==> config.mk <==
export PLATFORM = sky130hd
export DESIGN_NAME = osc_clock_ctrl_flat
export DESIGN_NICKNAME = d
export VERILOG_FILES = /design/src/logic/osc_pkg.sv /design/src/logic/osc_link_if.sv /design/src/logic/osc_clock_ctrl.sv /design/src/flat_wrapper.sv
export SDC_FILE = /design/constraint.sdc
export NUM_CORES = 1
export LEC_CHECK = 0
export ABC_CLOCK_PERIOD_IN_PS = 19010
export BUFFER_PORTS_ARGS = -buffer_cell sky130_fd_sc_hd__buf_2
export CORE_ASPECT_RATIO = 1.1
export CORE_UTILIZATION = 30
export DETAILED_ROUTE_END_ITERATION = 10
export GPL_TIMING_DRIVEN = 1
export SYNTH_ARGS = -nofsm -noshare
export SYNTH_HDL_FRONTEND = slang
export SYNTH_SLANG_ARGS = --single-unit
==> constraint.sdc <==
create_clock -name clk -period 19.01 [get_ports clk]
set_clock_uncertainty 0.1 [all_clocks]
set_input_delay 1.901 -clock clk [delete_from_list [all_inputs] [get_ports clk]]
set_output_delay 1.901 -clock clk [all_outputs]
set_load 0.1 [all_outputs]
==> src/logic/osc_pkg.sv <==
// Shared constants and types for the oscillator select and clock switch block
package osc_pkg;
  // Sources, generators, peripherals
  localparam int NSRC = 8;
  localparam int NGEN = 3;
  localparam int NPER = 4;
  localparam logic [2:0] SRC_FAST = 3'h0;
  localparam logic [2:0] SRC_ULP = 3'h1;
  localparam logic [2:0] SRC_PRIMARY = 3'h2;
  localparam logic [2:0] SRC_SECONDARY = 3'h3;
  localparam logic [2:0] SRC_PLL = 3'h4;
  localparam logic [2:0] SRC_LOOP48 = 3'h5;
  localparam logic [2:0] SRC_FAST_DIV = 3'h6;
  localparam logic [2:0] SRC_ACC_SLOW = 3'h7;
  // Register byte offsets
  localparam logic [7:0] OFF_CTRL = 8'h00;
  localparam logic [7:0] OFF_FAST = 8'h04;
  localparam logic [7:0] OFF_ULP = 8'h08;
  localparam logic [7:0] OFF_LOOP = 8'h0C;
  localparam logic [7:0] OFF_GEN0 = 8'h10;
  localparam logic [7:0] OFF_PMUX = 8'h1C;
  localparam logic [7:0] OFF_STATUS = 8'h20;
  // Field positions
  localparam int CTRL_SEC_BIT = 3;
  localparam int CTRL_SLOW_BIT = 4;
  localparam int FAST_EN_BIT = 0;
  localparam int FAST_OND_BIT = 1;
  localparam int FAST_POST_LSB = 12;
  localparam int GEN_DIV_BIT = 3;
  localparam int GEN_DIV_LSB = 4;
  localparam int LOOP_EN_BIT = 0;
  localparam int LOOP_CL_BIT = 1;
  localparam int ULP_TRIM_W = 9;
  localparam int ULP_ACC_BIT = 9;
  // Reset values
  localparam logic [15:0] CTRL_RST = 16'h0000;
  localparam logic [15:0] FAST_RST = 16'h0801;
  localparam logic [9:0] ULP_RST = 10'h131;
  localparam logic [1:0] LOOP_RST = 2'h0;
  localparam logic [11:0] GEN_RST = 12'h000;
  localparam logic [7:0] PMUX_RST = 8'h00;
  // Unlock keys, arbitrary values
  localparam logic [7:0] UNLOCK_KEY1 = 8'h46;
  localparam logic [7:0] UNLOCK_KEY2 = 8'h57;
  // Timing
  localparam int CLK_PERIOD_NS = 100;
  localparam int FAIL_TIME_NS = 2000;
  localparam logic [4:0] FAIL_CYC = 5'((FAIL_TIME_NS + CLK_PERIOD_NS - 1) / CLK_PERIOD_NS);
  localparam int PLL_MIN_PERIOD_NS = 100;
  localparam int PLL_MAX_PERIOD_NS = 250;
  localparam logic [4:0] PLL_MIN_CYC = 5'((PLL_MIN_PERIOD_NS + CLK_PERIOD_NS - 1) / CLK_PERIOD_NS);
  localparam logic [4:0] PLL_MAX_CYC = 5'(PLL_MAX_PERIOD_NS / CLK_PERIOD_NS);
  localparam int ACC_PERIOD_NS = 30518;
  localparam logic [8:0] ACC_CYC = 9'(ACC_PERIOD_NS / CLK_PERIOD_NS);
  localparam logic [2:0] LOOP_LOCK_REFS = 3'h4;
  localparam logic [4:0] ULP_1K_DIV = 5'h1F;
  localparam logic [7:0] POST_31K_MASK = 8'hFF;
  typedef enum logic [1:0] {LK_IDLE, LK_ONE, LK_OPEN} osc_lock_type;
endpackage

==> src/logic/osc_link_if.sv <==
// Link between the clock controller and the peripheral clock consumers
`timescale 1ns/100ps
interface osc_link_if;
  logic [osc_pkg::NPER-1:0] gclk_tick;
  logic [osc_pkg::NPER-1:0] gclk_req;
  modport dev (output gclk_tick, input gclk_req);
  modport per (input gclk_tick, output gclk_req);
endinterface

==> src/logic/osc_clock_ctrl.sv <==
// Device end: oscillator sources, system clock switch, generic clock generators
`timescale 1ns/100ps
// Functional notes
// RQ1: Boot from fast RC after reset
// RQ2: Software sets fast RC enable bit
// RQ3: Avoid retuning fast RC while enabled
// RQ4: Fast RC divided outputs 4/2/1 MHz
// RQ5: Slow RC always runs, both outputs
// RQ6: Slow trim loaded at start, writable
// RQ7: Generator passes source direct or prescaled
// RQ8: Peripheral mux picks generator output
// RQ9: Keep old source until new ready
// RQ10: Switch automatically once new ready
// RQ11: Hold both requests during switch
// RQ12: Software enables run-on-request on old
// RQ13: Failsafe falls back to fast RC
// RQ14: Control byte writable after two keys
// RQ15: Two-speed start fixed by config bit
// RQ16: Secondary oscillator has own enable
// RQ17: Postscaler gives 31 kHz to 8 MHz
// RQ18: Select source of 31 kHz clock
// RQ19: PLL valid only for 4-10 MHz input
// RQ20: Boot source fixed by configuration
// RQ21: Locked loop open or closed mode
// RQ22: Source change only on clock boundaries
// RQ23: Wrong second key relocks byte
module osc_clock_ctrl (
  input wire logic clk,
  input wire logic reset,
  input wire logic ce,
  input wire logic wb_cyc,
  input wire logic wb_stb,
  input wire logic wb_we,
  input wire logic [7:0] wb_adr,
  input wire logic [3:0] wb_sel,
  input wire logic [31:0] wb_dat_w,
  output logic [31:0] wb_dat_r,
  output logic wb_ack,
  input wire logic primary_tick,
  input wire logic secondary_tick,
  input wire logic [2:0] boot_source_select,
  input wire logic dual_speed_boot_bit,
  input wire logic failsafe_monitor_en,
  input wire logic [osc_pkg::ULP_TRIM_W-1:0] factory_trim,
  output logic sys_tick,
  output logic slow_31k_tick,
  output logic ulp_1k_tick,
  output logic failsafe_tripped,
  osc_link_if.dev link
);
  import osc_pkg::*;

  function automatic logic [NSRC-1:0] src_onehot(input logic [2:0] s);
    src_onehot = 8'h01 << s;
  endfunction

  logic [15:0] ctrl_ff;
  logic [15:0] fast_ff;
  logic [9:0] ulp_ff;
  logic [1:0] loop_ff;
  logic [11:0] gen_ff [NGEN];
  logic [7:0] pmux_ff;
  logic ack_ff;
  logic [31:0] rdat_ff;
  logic [31:0] rd_val;
  logic [31:0] wmask;
  osc_lock_type lk_ff [2];
  logic [1:0] byte_ok;
  logic cfg_done_ff, two_speed_ff, fsm_en_ff, fail_ff;
  logic [2:0] boot_src_ff, sys_src_ff, sys_pend_ff;
  logic [4:0] gap_ff;
  logic pll_ok_ff;
  logic [ULP_TRIM_W-1:0] ucnt_ff;
  logic [4:0] kcnt_ff;
  logic [8:0] acnt_ff;
  logic [7:0] post_ff;
  logic [2:0] lock_ff;
  logic sys_tick_ff, slow_tick_ff, k_tick_ff;
  logic [NSRC-1:0] src_tick, src_rdy, src_req;
  logic [NSRC-1:0] gen_req [NGEN];
  logic [NGEN-1:0] gtick, gswitch, gused;
  logic [NPER-1:0] ptick_ff;
  logic fast_run, ulp_tick, acc_tick, post_hit, prim_alive, acc, wr;
  logic [7:0] post_mask;

  assign acc = wb_cyc & wb_stb & ~ack_ff;
  assign wr = wb_cyc & wb_stb & wb_we & ack_ff;
  assign wmask = {{8{wb_sel[3]}}, {8{wb_sel[2]}}, {8{wb_sel[1]}}, {8{wb_sel[0]}}};

  // Bus answer one cycle after request
  always_ff @(posedge clk or posedge reset) begin
    if (reset) begin
      ack_ff <= 1'b0;
      rdat_ff <= 32'h0000_0000;
    end else if (ce) begin
      ack_ff <= acc;
      if (acc && !wb_we) begin
        rdat_ff <= rd_val;
      end
    end
  end
  assign wb_ack = ack_ff;
  assign wb_dat_r = rdat_ff;

  // Keyed unlock per control byte
  for (genvar b = 0; b < 2; b++) begin : g_lock
    logic bw;
    logic [7:0] bd;
    assign bw = wr && wb_adr == OFF_CTRL && wb_sel[b];
    assign bd = wb_dat_w[8*b +: 8];
    assign byte_ok[b] = bw && lk_ff[b] == LK_OPEN;
    always_ff @(posedge clk or posedge reset) begin
      if (reset) begin
        lk_ff[b] <= LK_IDLE;
      end else if (ce && bw) begin
        case (lk_ff[b])
          LK_OPEN: lk_ff[b] <= LK_IDLE; // RQ14
          LK_ONE: lk_ff[b] <= (bd == UNLOCK_KEY2) ? LK_OPEN : (bd == UNLOCK_KEY1) ? LK_ONE : LK_IDLE; // RQ23
          default: lk_ff[b] <= (bd == UNLOCK_KEY1) ? LK_ONE : LK_IDLE;
        endcase
      end
    end
    always_ff @(posedge clk or posedge reset) begin
      if (reset) begin
        ctrl_ff[8*b +: 8] <= CTRL_RST[8*b +: 8];
      end else if (ce && byte_ok[b]) begin
        ctrl_ff[8*b +: 8] <= bd; // RQ14
      end
    end
  end

  // Plain configuration registers
  always_ff @(posedge clk or posedge reset) begin
    if (reset) begin
      fast_ff <= FAST_RST;
      loop_ff <= LOOP_RST;
      pmux_ff <= PMUX_RST;
      gen_ff <= '{default: GEN_RST};
    end else if (ce && wr) begin
      if (wb_adr == OFF_FAST) begin
        fast_ff <= (fast_ff & ~wmask[15:0]) | (wb_dat_w[15:0] & wmask[15:0]); // RQ2
      end
      if (wb_adr == OFF_LOOP && wb_sel[0]) begin
        loop_ff <= wb_dat_w[1:0];
      end
      if (wb_adr == OFF_PMUX && wb_sel[0]) begin
        pmux_ff <= wb_dat_w[7:0];
      end
      for (int g = 0; g < NGEN; g++) begin
        if (wb_adr == OFF_GEN0 + 8'(4 * g)) begin
          gen_ff[g] <= (gen_ff[g] & ~wmask[11:0]) | (wb_dat_w[11:0] & wmask[11:0]);
        end
      end
    end
  end

  // Slow trim: factory load after reset, software may override
  always_ff @(posedge clk or posedge reset) begin
    if (reset) begin
      ulp_ff <= ULP_RST;
    end else if (ce) begin
      if (!cfg_done_ff) begin
        ulp_ff[ULP_TRIM_W-1:0] <= factory_trim; // RQ6
      end else if (wr && wb_adr == OFF_ULP) begin
        ulp_ff <= (ulp_ff & ~wmask[9:0]) | (wb_dat_w[9:0] & wmask[9:0]); // RQ6
      end
    end
  end

  // Read mux
  always_comb begin
    rd_val = 32'h0000_0000;
    case (wb_adr)
      OFF_CTRL: rd_val = {16'h0000, ctrl_ff};
      OFF_FAST: rd_val = {16'h0000, fast_ff};
      OFF_ULP: rd_val = {22'h00_0000, ulp_ff};
      OFF_LOOP: rd_val = {30'h0000_0000, loop_ff};
      OFF_PMUX: rd_val = {24'h00_0000, pmux_ff};
      OFF_STATUS: rd_val = {5'h00, src_req, two_speed_ff, boot_src_ff, gswitch, fail_ff, sys_src_ff, src_rdy};
      default: rd_val = 32'h0000_0000;
    endcase
    for (int g = 0; g < NGEN; g++) begin
      if (wb_adr == OFF_GEN0 + 8'(4 * g)) begin
        rd_val = {20'h0_0000, gen_ff[g]};
      end
    end
  end

  // Configuration captured once after reset release
  always_ff @(posedge clk or posedge reset) begin
    if (reset) begin
      cfg_done_ff <= 1'b0;
      boot_src_ff <= SRC_FAST;
      two_speed_ff <= 1'b0;
      fsm_en_ff <= 1'b0;
    end else if (ce && !cfg_done_ff) begin
      cfg_done_ff <= 1'b1;
      boot_src_ff <= boot_source_select; // RQ20
      two_speed_ff <= dual_speed_boot_bit; // RQ15
      fsm_en_ff <= failsafe_monitor_en;
    end
  end

  // Primary activity monitor and PLL input range check
  assign prim_alive = gap_ff < FAIL_CYC;
  always_ff @(posedge clk or posedge reset) begin
    if (reset) begin
      gap_ff <= 5'h00;
      pll_ok_ff <= 1'b0;
    end else if (ce) begin
      if (primary_tick) begin
        gap_ff <= 5'h00;
        pll_ok_ff <= (gap_ff + 5'h01 >= PLL_MIN_CYC) && (gap_ff + 5'h01 <= PLL_MAX_CYC); // RQ19
      end else if (gap_ff != FAIL_CYC) begin
        gap_ff <= gap_ff + 5'h01;
      end
    end
  end

  // Fast RC runs by default, when enabled, or on request
  assign fast_run = fast_ff[FAST_EN_BIT] | sys_src_ff == SRC_FAST | sys_pend_ff == SRC_FAST |
                    (fast_ff[FAST_OND_BIT] & (src_req[SRC_FAST] | src_req[SRC_FAST_DIV])); // RQ1
  assign post_mask = 8'((9'h001 << fast_ff[FAST_POST_LSB +: 4]) - 9'h001);
  assign post_hit = (post_ff & post_mask) == post_mask;

  // Slow RC counters never stopped; accurate counter runs only with ULP_ACC_BIT set, postscaler only while fast_run
  assign ulp_tick = ucnt_ff >= ulp_ff[ULP_TRIM_W-1:0];
  assign acc_tick = acnt_ff >= ACC_CYC - 9'h001;
  always_ff @(posedge clk or posedge reset) begin
    if (reset) begin
      ucnt_ff <= '0;
      kcnt_ff <= 5'h00;
      acnt_ff <= 9'h000;
      post_ff <= 8'h00;
    end else if (ce) begin
      ucnt_ff <= ulp_tick ? '0 : ucnt_ff + 9'h001; // RQ5
      if (ulp_tick) begin
        kcnt_ff <= kcnt_ff + 5'h01; // RQ5
      end
      acnt_ff <= (acc_tick || !ulp_ff[ULP_ACC_BIT]) ? 9'h000 : acnt_ff + 9'h001;
      if (fast_run) begin
        post_ff <= post_ff + 8'h01; // RQ17
      end
    end
  end

  // Locked loop: open mode free, closed mode locks to slow reference
  always_ff @(posedge clk or posedge reset) begin
    if (reset) begin
      lock_ff <= 3'h0;
    end else if (ce) begin
      if (!loop_ff[LOOP_EN_BIT] || !loop_ff[LOOP_CL_BIT]) begin
        lock_ff <= 3'h0;
      end else if (ulp_tick && lock_ff != LOOP_LOCK_REFS) begin
        lock_ff <= lock_ff + 3'h1; // RQ21
      end
    end
  end

  assign src_tick = {acc_tick & ulp_ff[ULP_ACC_BIT], fast_run & post_hit, loop_ff[LOOP_EN_BIT],
                     primary_tick & pll_ok_ff, secondary_tick & ctrl_ff[CTRL_SEC_BIT], primary_tick,
                     ulp_tick, fast_run}; // RQ4
  assign src_rdy = {ulp_ff[ULP_ACC_BIT], fast_run,
                    loop_ff[LOOP_EN_BIT] & (!loop_ff[LOOP_CL_BIT] | lock_ff == LOOP_LOCK_REFS), // RQ21
                    pll_ok_ff & prim_alive, ctrl_ff[CTRL_SEC_BIT], prim_alive, 1'b1, fast_run}; // RQ16

  // System clock selection
  always_ff @(posedge clk or posedge reset) begin
    if (reset) begin
      sys_src_ff <= SRC_FAST; // RQ1
      sys_pend_ff <= SRC_FAST;
      fail_ff <= 1'b0;
    end else if (ce) begin
      if (!cfg_done_ff) begin
        sys_src_ff <= dual_speed_boot_bit ? SRC_FAST : boot_source_select; // RQ15
        sys_pend_ff <= boot_source_select; // RQ20
      end else if (fsm_en_ff && sys_src_ff == SRC_PRIMARY && !prim_alive) begin
        sys_src_ff <= SRC_FAST; // RQ13
        sys_pend_ff <= SRC_FAST;
        fail_ff <= 1'b1;
      end else begin
        if (byte_ok[0]) begin
          sys_pend_ff <= wb_dat_w[2:0];
        end
        if (sys_pend_ff != sys_src_ff && src_rdy[sys_pend_ff] && src_tick[sys_pend_ff]) begin
          sys_src_ff <= sys_pend_ff; // RQ22
        end
      end
    end
  end

  // Generic clock generators
  for (genvar g = 0; g < NGEN; g++) begin : g_gen
    logic [2:0] gsrc_ff;
    logic [7:0] gcnt_ff;
    logic [2:0] want;
    logic divide;
    logic [7:0] div;
    assign want = gen_ff[g][2:0];
    assign divide = gen_ff[g][GEN_DIV_BIT];
    assign div = gen_ff[g][GEN_DIV_LSB +: 8];
    assign gswitch[g] = gsrc_ff != want;
    assign gtick[g] = src_tick[gsrc_ff] & (!divide | gcnt_ff == div); // RQ7
    assign gen_req[g] = gused[g] ? (src_onehot(gsrc_ff) | (gswitch[g] ? src_onehot(want) : 8'h00)) : 8'h00; // RQ11
    always_ff @(posedge clk or posedge reset) begin
      if (reset) begin
        gsrc_ff <= SRC_FAST;
        gcnt_ff <= 8'h00;
      end else if (ce) begin
        if (gswitch[g] && src_rdy[want] && src_tick[want]) begin
          gsrc_ff <= want; // RQ10
          gcnt_ff <= 8'h00; // RQ22
        end else if (src_tick[gsrc_ff]) begin
          gcnt_ff <= (!divide || gcnt_ff == div) ? 8'h00 : gcnt_ff + 8'h01; // RQ9
        end
      end
    end
  end

  // Peripheral multiplexers and request collection
  always_comb begin
    gused = '0;
    for (int p = 0; p < NPER; p++) begin
      if (link.gclk_req[p] && pmux_ff[2*p +: 2] < 2'(NGEN)) begin
        gused[pmux_ff[2*p +: 2]] = 1'b1;
      end
    end
  end

  always_comb begin
    src_req = src_onehot(sys_src_ff) | src_onehot(sys_pend_ff);
    for (int g = 0; g < NGEN; g++) begin
      src_req = src_req | gen_req[g];
    end
  end

  always_ff @(posedge clk or posedge reset) begin
    if (reset) begin
      ptick_ff <= '0;
      sys_tick_ff <= 1'b0;
      slow_tick_ff <= 1'b0;
      k_tick_ff <= 1'b0;
    end else if (ce) begin
      for (int p = 0; p < NPER; p++) begin
        ptick_ff[p] <= link.gclk_req[p] && pmux_ff[2*p +: 2] < 2'(NGEN) && gtick[pmux_ff[2*p +: 2]]; // RQ8
      end
      sys_tick_ff <= src_tick[sys_src_ff];
      slow_tick_ff <= ctrl_ff[CTRL_SLOW_BIT] ? (fast_run && post_ff == POST_31K_MASK) : ulp_tick; // RQ18
      k_tick_ff <= ulp_tick && kcnt_ff == ULP_1K_DIV; // RQ5
    end
  end
  assign link.gclk_tick = ptick_ff;
  assign sys_tick = sys_tick_ff;
  assign slow_31k_tick = slow_tick_ff;
  assign ulp_1k_tick = k_tick_ff;
  assign failsafe_tripped = fail_ff;
endmodule // osc_clock_ctrl

==> src/flat_wrapper.sv <==
// flat-port wrapper written by rule: the top's interface ports become plain ports
module osc_clock_ctrl_flat import osc_pkg::*;
  (clk, reset, ce, wb_cyc, wb_stb, wb_we, wb_adr, wb_sel, wb_dat_w, wb_dat_r, wb_ack, primary_tick, secondary_tick, boot_source_select, dual_speed_boot_bit, failsafe_monitor_en, factory_trim, sys_tick, slow_31k_tick, ulp_1k_tick, failsafe_tripped, link_gclk_tick, link_gclk_req);
  osc_link_if link_i ();
  input wire logic clk;
  input wire logic reset;
  input wire logic ce;
  input wire logic wb_cyc;
  input wire logic wb_stb;
  input wire logic wb_we;
  input wire logic [7:0] wb_adr;
  input wire logic [3:0] wb_sel;
  input wire logic [31:0] wb_dat_w;
  output logic [31:0] wb_dat_r;
  output logic wb_ack;
  input wire logic primary_tick;
  input wire logic secondary_tick;
  input wire logic [2:0] boot_source_select;
  input wire logic dual_speed_boot_bit;
  input wire logic failsafe_monitor_en;
  input wire logic [osc_pkg::ULP_TRIM_W-1:0] factory_trim;
  output logic sys_tick;
  output logic slow_31k_tick;
  output logic ulp_1k_tick;
  output logic failsafe_tripped;
  output wire logic [$bits(link_i.gclk_tick)-1:0] link_gclk_tick;
  input wire logic [$bits(link_i.gclk_req)-1:0] link_gclk_req;
  assign link_gclk_tick = link_i.gclk_tick;
  assign link_i.gclk_req = link_gclk_req;
  osc_clock_ctrl u_core (.clk(clk), .reset(reset), .ce(ce), .wb_cyc(wb_cyc), .wb_stb(wb_stb), .wb_we(wb_we), .wb_adr(wb_adr), .wb_sel(wb_sel), .wb_dat_w(wb_dat_w), .wb_dat_r(wb_dat_r), .wb_ack(wb_ack), .primary_tick(primary_tick), .secondary_tick(secondary_tick), .boot_source_select(boot_source_select), .dual_speed_boot_bit(dual_speed_boot_bit), .failsafe_monitor_en(failsafe_monitor_en), .factory_trim(factory_trim), .sys_tick(sys_tick), .slow_31k_tick(slow_31k_tick), .ulp_1k_tick(ulp_1k_tick), .failsafe_tripped(failsafe_tripped), .link(link_i));
endmodule
Word-level counts from Yosys, hierarchy flattened
Cells that the tools add are included.

Equal/unequal tests: 33. Mux-type cells: 85. Shift-type cells: 9. Magnitude comparators: 25. Add/subtract/negate cells: 10. Bitwise operators: 50. Reduce and logical (&&, ||, !) cells: 86.

Operators with widths (count): one-hot mux 27 bit (6 select lines) (1); 2-to-1 mux 8 bit (15); 2-to-1 mux 27 bit (3); left shift 1 x 3 -> 8 bit, first input constant (8); bitwise OR 8 bit (7); bitwise AND 12 bit (4); AND reduction 2 bit (21); logical AND 1 bit (41); 2-to-1 mux 3 bit (13); binary-select mux 1 bit (select 3 bit) (12); 2-to-1 mux 9 bit (4); bitwise OR 12 bit (3); adder 8 x 1 -> 8 bit, second input constant (4); bitwise AND 16 bit (2); == test 8 x 5 -> 1 bit, second input constant (4); == test 8 x 7 -> 1 bit, second input constant (4); == test 8 bit (4); less-than comparator 3 x 4 -> 1 bit, second input constant (8); 2-to-1 mux 1 bit (23); bitwise AND 10 bit (2); adder 9 x 1 -> 9 bit, second input constant (2); == test 8 x 4 -> 1 bit, second input constant (2); inverter 16 bit (1); bitwise OR 16 bit (1); other kinds (44) (109).

Register bits after elaboration: 218. Bits of input ports: 70.

Depth between registers and ports, before layout
Word-level depth: 25. Depth in mapped cells: 13. Mapped depth without buffers: 10.

Worst setup path after synthesis
OpenSTA, ideal clock, no wires.

Path type: input to register. From: input link_gclk_req[0]. To: register u_core.sys_src_ff[0]. Buffers on the path: 1. Stages on the path: 9. Library setup time: 79 ps. Data arrival time: 4250 ps. Path slack: 14580 ps. Required time: 18831 ps. Cells stage by stage: nor3b_1 -> nor4_2 -> o22ai_1 -> o31ai_4 -> a21oi_2 -> buf_6 -> mux4_2 -> o2bb2ai_4 -> mux2i_1.

Cells in the longest elaborated chain, start to end: 21. Elaborated cells between the ends (all ways): 26.

RTL lines: start, declared (RTL line flat_wrapper.sv:27) `input wire logic [$bits(link_i.gclk_req)-1:0] link_gclk_req;`; logical AND 1 bit * (RTL line osc_clock_ctrl.sv:324) `if (link.gclk_req[p] && pmux_ff[2*p +: 2] < 2'(NGEN)) begin`; 2-to-1 mux 3 bit * (RTL line osc_clock_ctrl.sv:324); bitwise OR 3 bit (no line); 2-to-1 mux 3 bit * (RTL line osc_clock_ctrl.sv:324); bitwise OR 3 bit (no line); 2-to-1 mux 3 bit * (RTL line osc_clock_ctrl.sv:324); bitwise OR 3 bit (no line); 2-to-1 mux 3 bit * (RTL line osc_clock_ctrl.sv:324); [5 not listed]; bitwise AND 1 bit * (RTL line osc_clock_ctrl.sv:222) `(fast_ff[FAST_OND_BIT] & (src_req[SRC_FAST] | src_req[SRC_FAST_DIV]));`; bitwise OR 1 bit * (RTL line osc_clock_ctrl.sv:221) `assign fast_run = fast_ff[FAST_EN_BIT] | sys_src_ff == SRC_FAST | sys_pend_ff == SRC_FAST |`; bitwise AND 1 bit / binary-select mux 1 bit (select 3 bit) (equally long branches) (RTL line osc_clock_ctrl.sv:260, osc_clock_ctrl.sv:285); binary-select mux 1 bit (select 3 bit) / 2-to-1 mux 1 bit (equally long branches) (RTL line osc_clock_ctrl.sv:285) `if (sys_pend_ff != sys_src_ff && src_rdy[sys_pend_ff] && src_tick[sys_pend_ff]) begin`; 2-to-1 mux 1 bit (not written as such) / logical AND 1 bit (equally long branches) (RTL line osc_clock_ctrl.sv:285); logical AND 1 bit * (RTL line osc_clock_ctrl.sv:285); inequality test 3 bit (no line) *; AND reduction 2 bit (no line) *; end signal, assigned (RTL line osc_clock_ctrl.sv:275) `sys_src_ff <= dual_speed_boot_bit ? SRC_FAST : boot_source_select;`; end signal, assigned (RTL line osc_clock_ctrl.sv:286) `sys_src_ff <= sys_pend_ff;`; end, declared (RTL line osc_clock_ctrl.sv:70) `logic [2:0] boot_src_ff, sys_src_ff, sys_pend_ff;`.

Mark *: on every way between the ends. The rest lies on a longest branch, timed or not. The select of a mux whose other input is x is not followed. A chain may end at the register's enable or synchronous reset.

Worst setup path in the final report
From: input link_gclk_req[0]. To: register u_core.g_gen[0].gcnt_ff[5].

Cells in the longest elaborated chain, start to end: 21. Elaborated cells between the ends (all ways): 29.

RTL lines: logical AND 1 bit * (RTL line osc_clock_ctrl.sv:324); 2-to-1 mux 3 bit * (RTL line osc_clock_ctrl.sv:324); bitwise OR 3 bit (no line); 2-to-1 mux 3 bit * (RTL line osc_clock_ctrl.sv:324); bitwise OR 3 bit (no line); 2-to-1 mux 3 bit * (RTL line osc_clock_ctrl.sv:324); bitwise OR 3 bit (no line); 2-to-1 mux 3 bit * (RTL line osc_clock_ctrl.sv:324); [5 not listed]; bitwise AND 1 bit * (RTL line osc_clock_ctrl.sv:222); bitwise OR 1 bit * (RTL line osc_clock_ctrl.sv:221); bitwise AND 1 bit / binary-select mux 1 bit (select 3 bit) (equally long branches) (RTL line osc_clock_ctrl.sv:260, osc_clock_ctrl.sv:310); binary-select mux 1 bit (select 3 bit) / 2-to-1 mux 1 bit (equally long branches) (RTL line osc_clock_ctrl.sv:310) `if (gswitch[g] && src_rdy[want] && src_tick[want]) begin`; 2-to-1 mux 1 bit (not written as such) / logical AND 1 bit (equally long branches) (RTL line osc_clock_ctrl.sv:310); logical AND 1 bit (RTL line osc_clock_ctrl.sv:310); nonzero test 2 bit (no line); AND reduction 2 bit (no line); end signal, assigned (RTL line osc_clock_ctrl.sv:314) `gcnt_ff <= (!divide || gcnt_ff == div) ? 8'h00 : gcnt_ff + 8'h01;`; end, declared (RTL line osc_clock_ctrl.sv:295) `logic [7:0] gcnt_ff;`.

Marks and branches as above.

==> Flow_metrics.wiki <==
{| class="wikitable"
! Metric !! Value
|-
| Post-synthesis average cell area || 9.561 um^2
|-
| Worst reg2reg path depth || 10
|-
| Worst hold path depth || 2
|-
| TritonCTS clock tree || built
|-
| Outcome || finished clean
|-
| DIE WIDTH || 196.3 um
|-
| Maximum buffer depth of the clock tree || 3
|-
| Htree depth || 1
|-
| Highest cell delay on the worst timing path || 0.76 ns
|-
| Critical Path End Type || register
|-
| Pin count of the biggest net entering global routing || 138
|-
| Number of instances in the synthesized netlist || 1303
|-
| Worst R2R Setup Slack || 14.44 ns
|-
| Part of the Yosys area used for sequential elements || 42.84%
|-
| Yosys warns || 0
|-
| Routed via count divided by cell count || 5.571
|-
| Total leakage power || 6.333 nW
|-
| Worst setup startpoint || link_gclk_req[0]
|-
| Number of I/O pins || 111
|-
| Via count of the routed design || 10830
|-
| Die Footprint || 0.04235 mm^2
|-
| Overall Power || 0.001290 W
|-
| Synthesized cell area || 0.01246 mm^2
|-
| Shortest period the worst path allows || 5.110 ns
|-
| Kind of launch point of the worst setup path || input port
|-
| Post-synthesis cell type count || 92
|-
| Worst hold start || u_core.wb_dat_r[17]
|-
| Leading cell type by number of instances after synthesis || sky130_fd_sc_hd__dfrtp_1
|-
| Slew @ Worst Pin || 1.159 ns
|-
| Max IR drop VDD || 56.85 uV
|-
| Share of the synthesized area in the top cell type || 41.58%
|-
| Via count of the first global-routing pass || 10320
|-
| Buffers on Ports || 87
|-
| Initial core utilization || 30.72%
|-
| Arrival time of data at the critical path endpoint || 5.45 ns
|-
| Area growth syn-to-layout || 15.12%
|-
| Setup Total Neg Slack || 0 ns
|-
| Worst reg2reg endpoint || u_core.g_gen[0].gcnt_ff[6]
|-
| Post-detailed-route count of antenna-violating nets || 0
|-
| Cell Chain, Critical Path || buf_2, nor3b_1, nor4_2, o22ai_1, o31ai_4, a21oi_2, o32ai_1, o21ai_0, o211ai_1
|-
| Unrepaired setup endpoints after global routing || false
|-
| Final Util || 35.36%
|-
| Row count || 77
|-
| Final period utilization || 26.88%
|-
| Hold Path Class || register to register
|-
| First-pass iteration count of the detailed router || 5
|-
| Setup bufs post-CTS || 0
|-
| Relative max-transition margin || 22.29%
|-
| Most frequent cells after synthesis || sky130_fd_sc_hd__dfrtp_1, sky130_fd_sc_hd__nand2_1, sky130_fd_sc_hd__mux2_2
|-
| Top cells by area, synth || sky130_fd_sc_hd__dfrtp_1, sky130_fd_sc_hd__mux2_2, sky130_fd_sc_hd__nand2_1
|-
| Number of synthesized flops with an enable pin || 0
|-
| Total gr overflow || 0
|-
| Post-Place Cells || 1895
|-
| Max-capacitance violation count || 0
|-
| Total power divided by cell area || 89.91 mW/mm^2
|-
| Final HPWL DP || 30040 um
|-
| First-pass GRT wire length || 63180 um
|-
| Max-slew violation total from the final report || 0
|-
| Required time at the endpoint of the critical path || 19.35 ns
|-
| Cell with the biggest individual delay on the critical path || sky130_fd_sc_hd__nor4_2
|-
| Final Hold Fails || 0
|-
| Initial DRC count || 768
|-
| Overall routed net length || 41090 um
|-
| Number of hold buffers added after cts || 0
|-
| Clk Latency, worst-skew pair || 0.56 ns
|-
| Area of the core || 0.04056 mm^2
|-
| Fraction of layout instances using a drive strength above 1 || 19.42%
|-
| Main synth FF type || sky130_fd_sc_hd__dfrtp_1
|-
| Die boundary height || 215.7 um
|-
| Timing endpoint of the critical path || u_core.g_gen[0].gcnt_ff[5]
|-
| Resized cells post-CTS || 0
|-
| Clock tree root driver cell || sky130_fd_sc_hd__clkbuf_16
|-
| Clock sink count || 213
|-
| Startpoint-to-endpoint class of the critical path || input port to register
|-
| Achievable clock frequency || 195.7 MHz
|-
| Clock buffers created by TritonCTS || 26
|-
| Final-report setup violation count || 0
|-
| Antenna violations before repair || 1
|-
| Final #Nets || 1468
|-
| Area leader, netlist || sky130_fd_sc_hd__dfrtp_1
|-
| Non-filler instance count after layout || 1943
|-
| DRC viols || 0
|-
| Worst-path maximum fanout || 11
|-
| FFs w/ async S/R, synth || 100.0%
|-
| Flop and latch count out of synthesis || 213
|-
| DR WL/cell || 21.15 um
|-
| ANT cells || 0
|-
| Final Wtd Congestion || 0.9177
|-
| Total GRT Usage || 19.24%
|-
| Clock transition at the registers of the reported paths || 0.06 ns
|-
| Worst hold slack after final layout || 0.3640 ns
|}
==> worst min-delay path by stage <==
stage | endpoint | slack (ns)
floorplan | u_core.kcnt_ff[3] | 0.34
global route | u_core.wb_dat_r[24] | 0.39
finish | u_core.wb_dat_r[17] | 0.36
detailed placement | u_core.wb_dat_r[18] | 0.35
global placement | u_core.kcnt_ff[3] | 0.35
CTS | u_core.wb_dat_r[18] | 0.37
==> per-layer routing <==
metal	up-vias	wire (um)	GRT usage (%)
met1	5375	18110	26.64
li1	4968	-	-
met5	-	12	0
met2	404	19050	30.56
met3	76	2620	2.782
met4	2	1283	6.615
==> where the power goes <==
group	internal [W]	total [W]	switching [W]
Combinational	0.0000729	0.000242	0.000169
Clock	0.000314	0.000519	0.000205
Sequential	0.000482	0.000528	0.0000461
Total	0.000869	0.00129	0.000421
==> critical path, delay by kind of cell <==
kind | cells | cell delay, ns
compound gates | 6 | 2.51
simple gates | 2 | 0.92
buf+inv | 1 | 0.12
==> layout make-up <==
| cell class | instances | area [um^2] |
|---|---|---|
| inverters | 69 | 266.5 |
| multi-input cells | 957 | 6583 |
| flip-flops and latches | 213 | 5338 |
| clock buffers | 37 | 782.0 |
| well taps | 553 | 691.9 |
| fillers | 4164 | 26220 |
| clock inverters | 11 | 126.4 |
| repair buffers | 103 | 555.5 |
==> through the flow <==
| stage | setup WS [ns] | area [um^2] |
|---|---|---|
| finish | 13.90 | 14340 |
| global route | 13.80 | 14340 |
| CTS | 14.06 | 14340 |
| detailed placement | 13.57 | 13430 |
| global placement | 13.58 | 13430 |
| floorplan | 11.20 | 12470 |
==> cell usage in the layout (no fill, tap or decap), types with 36 or more instances in the layout <==
cell                      count
sky130_fd_sc_hd__dfrtp_1    207
sky130_fd_sc_hd__buf_2       87
sky130_fd_sc_hd__nor3_1      40
sky130_fd_sc_hd__o21ai_0     67
sky130_fd_sc_hd__mux2_2      86
sky130_fd_sc_hd__nand3_1     48
sky130_fd_sc_hd__nand2_1    119
sky130_fd_sc_hd__inv_1       68
sky130_fd_sc_hd__nor2_1      85
sky130_fd_sc_hd__nand4_1     37
sky130_fd_sc_hd__xnor2_1     36
sky130_fd_sc_hd__a21oi_1     41
==> cells by family after synthesis <==
logic type,count (synthesis),share of synthesized area [%]
flops,213,42.84
xor+xnor,59,4.148
fa+ha+maj,28,2.812
simple gates,442,17.92
buf+inv,137,4.540
compound gates,323,18.70
mux,100,9.009
other cells,1,0.03010
(Power assumes the default switching activity.)
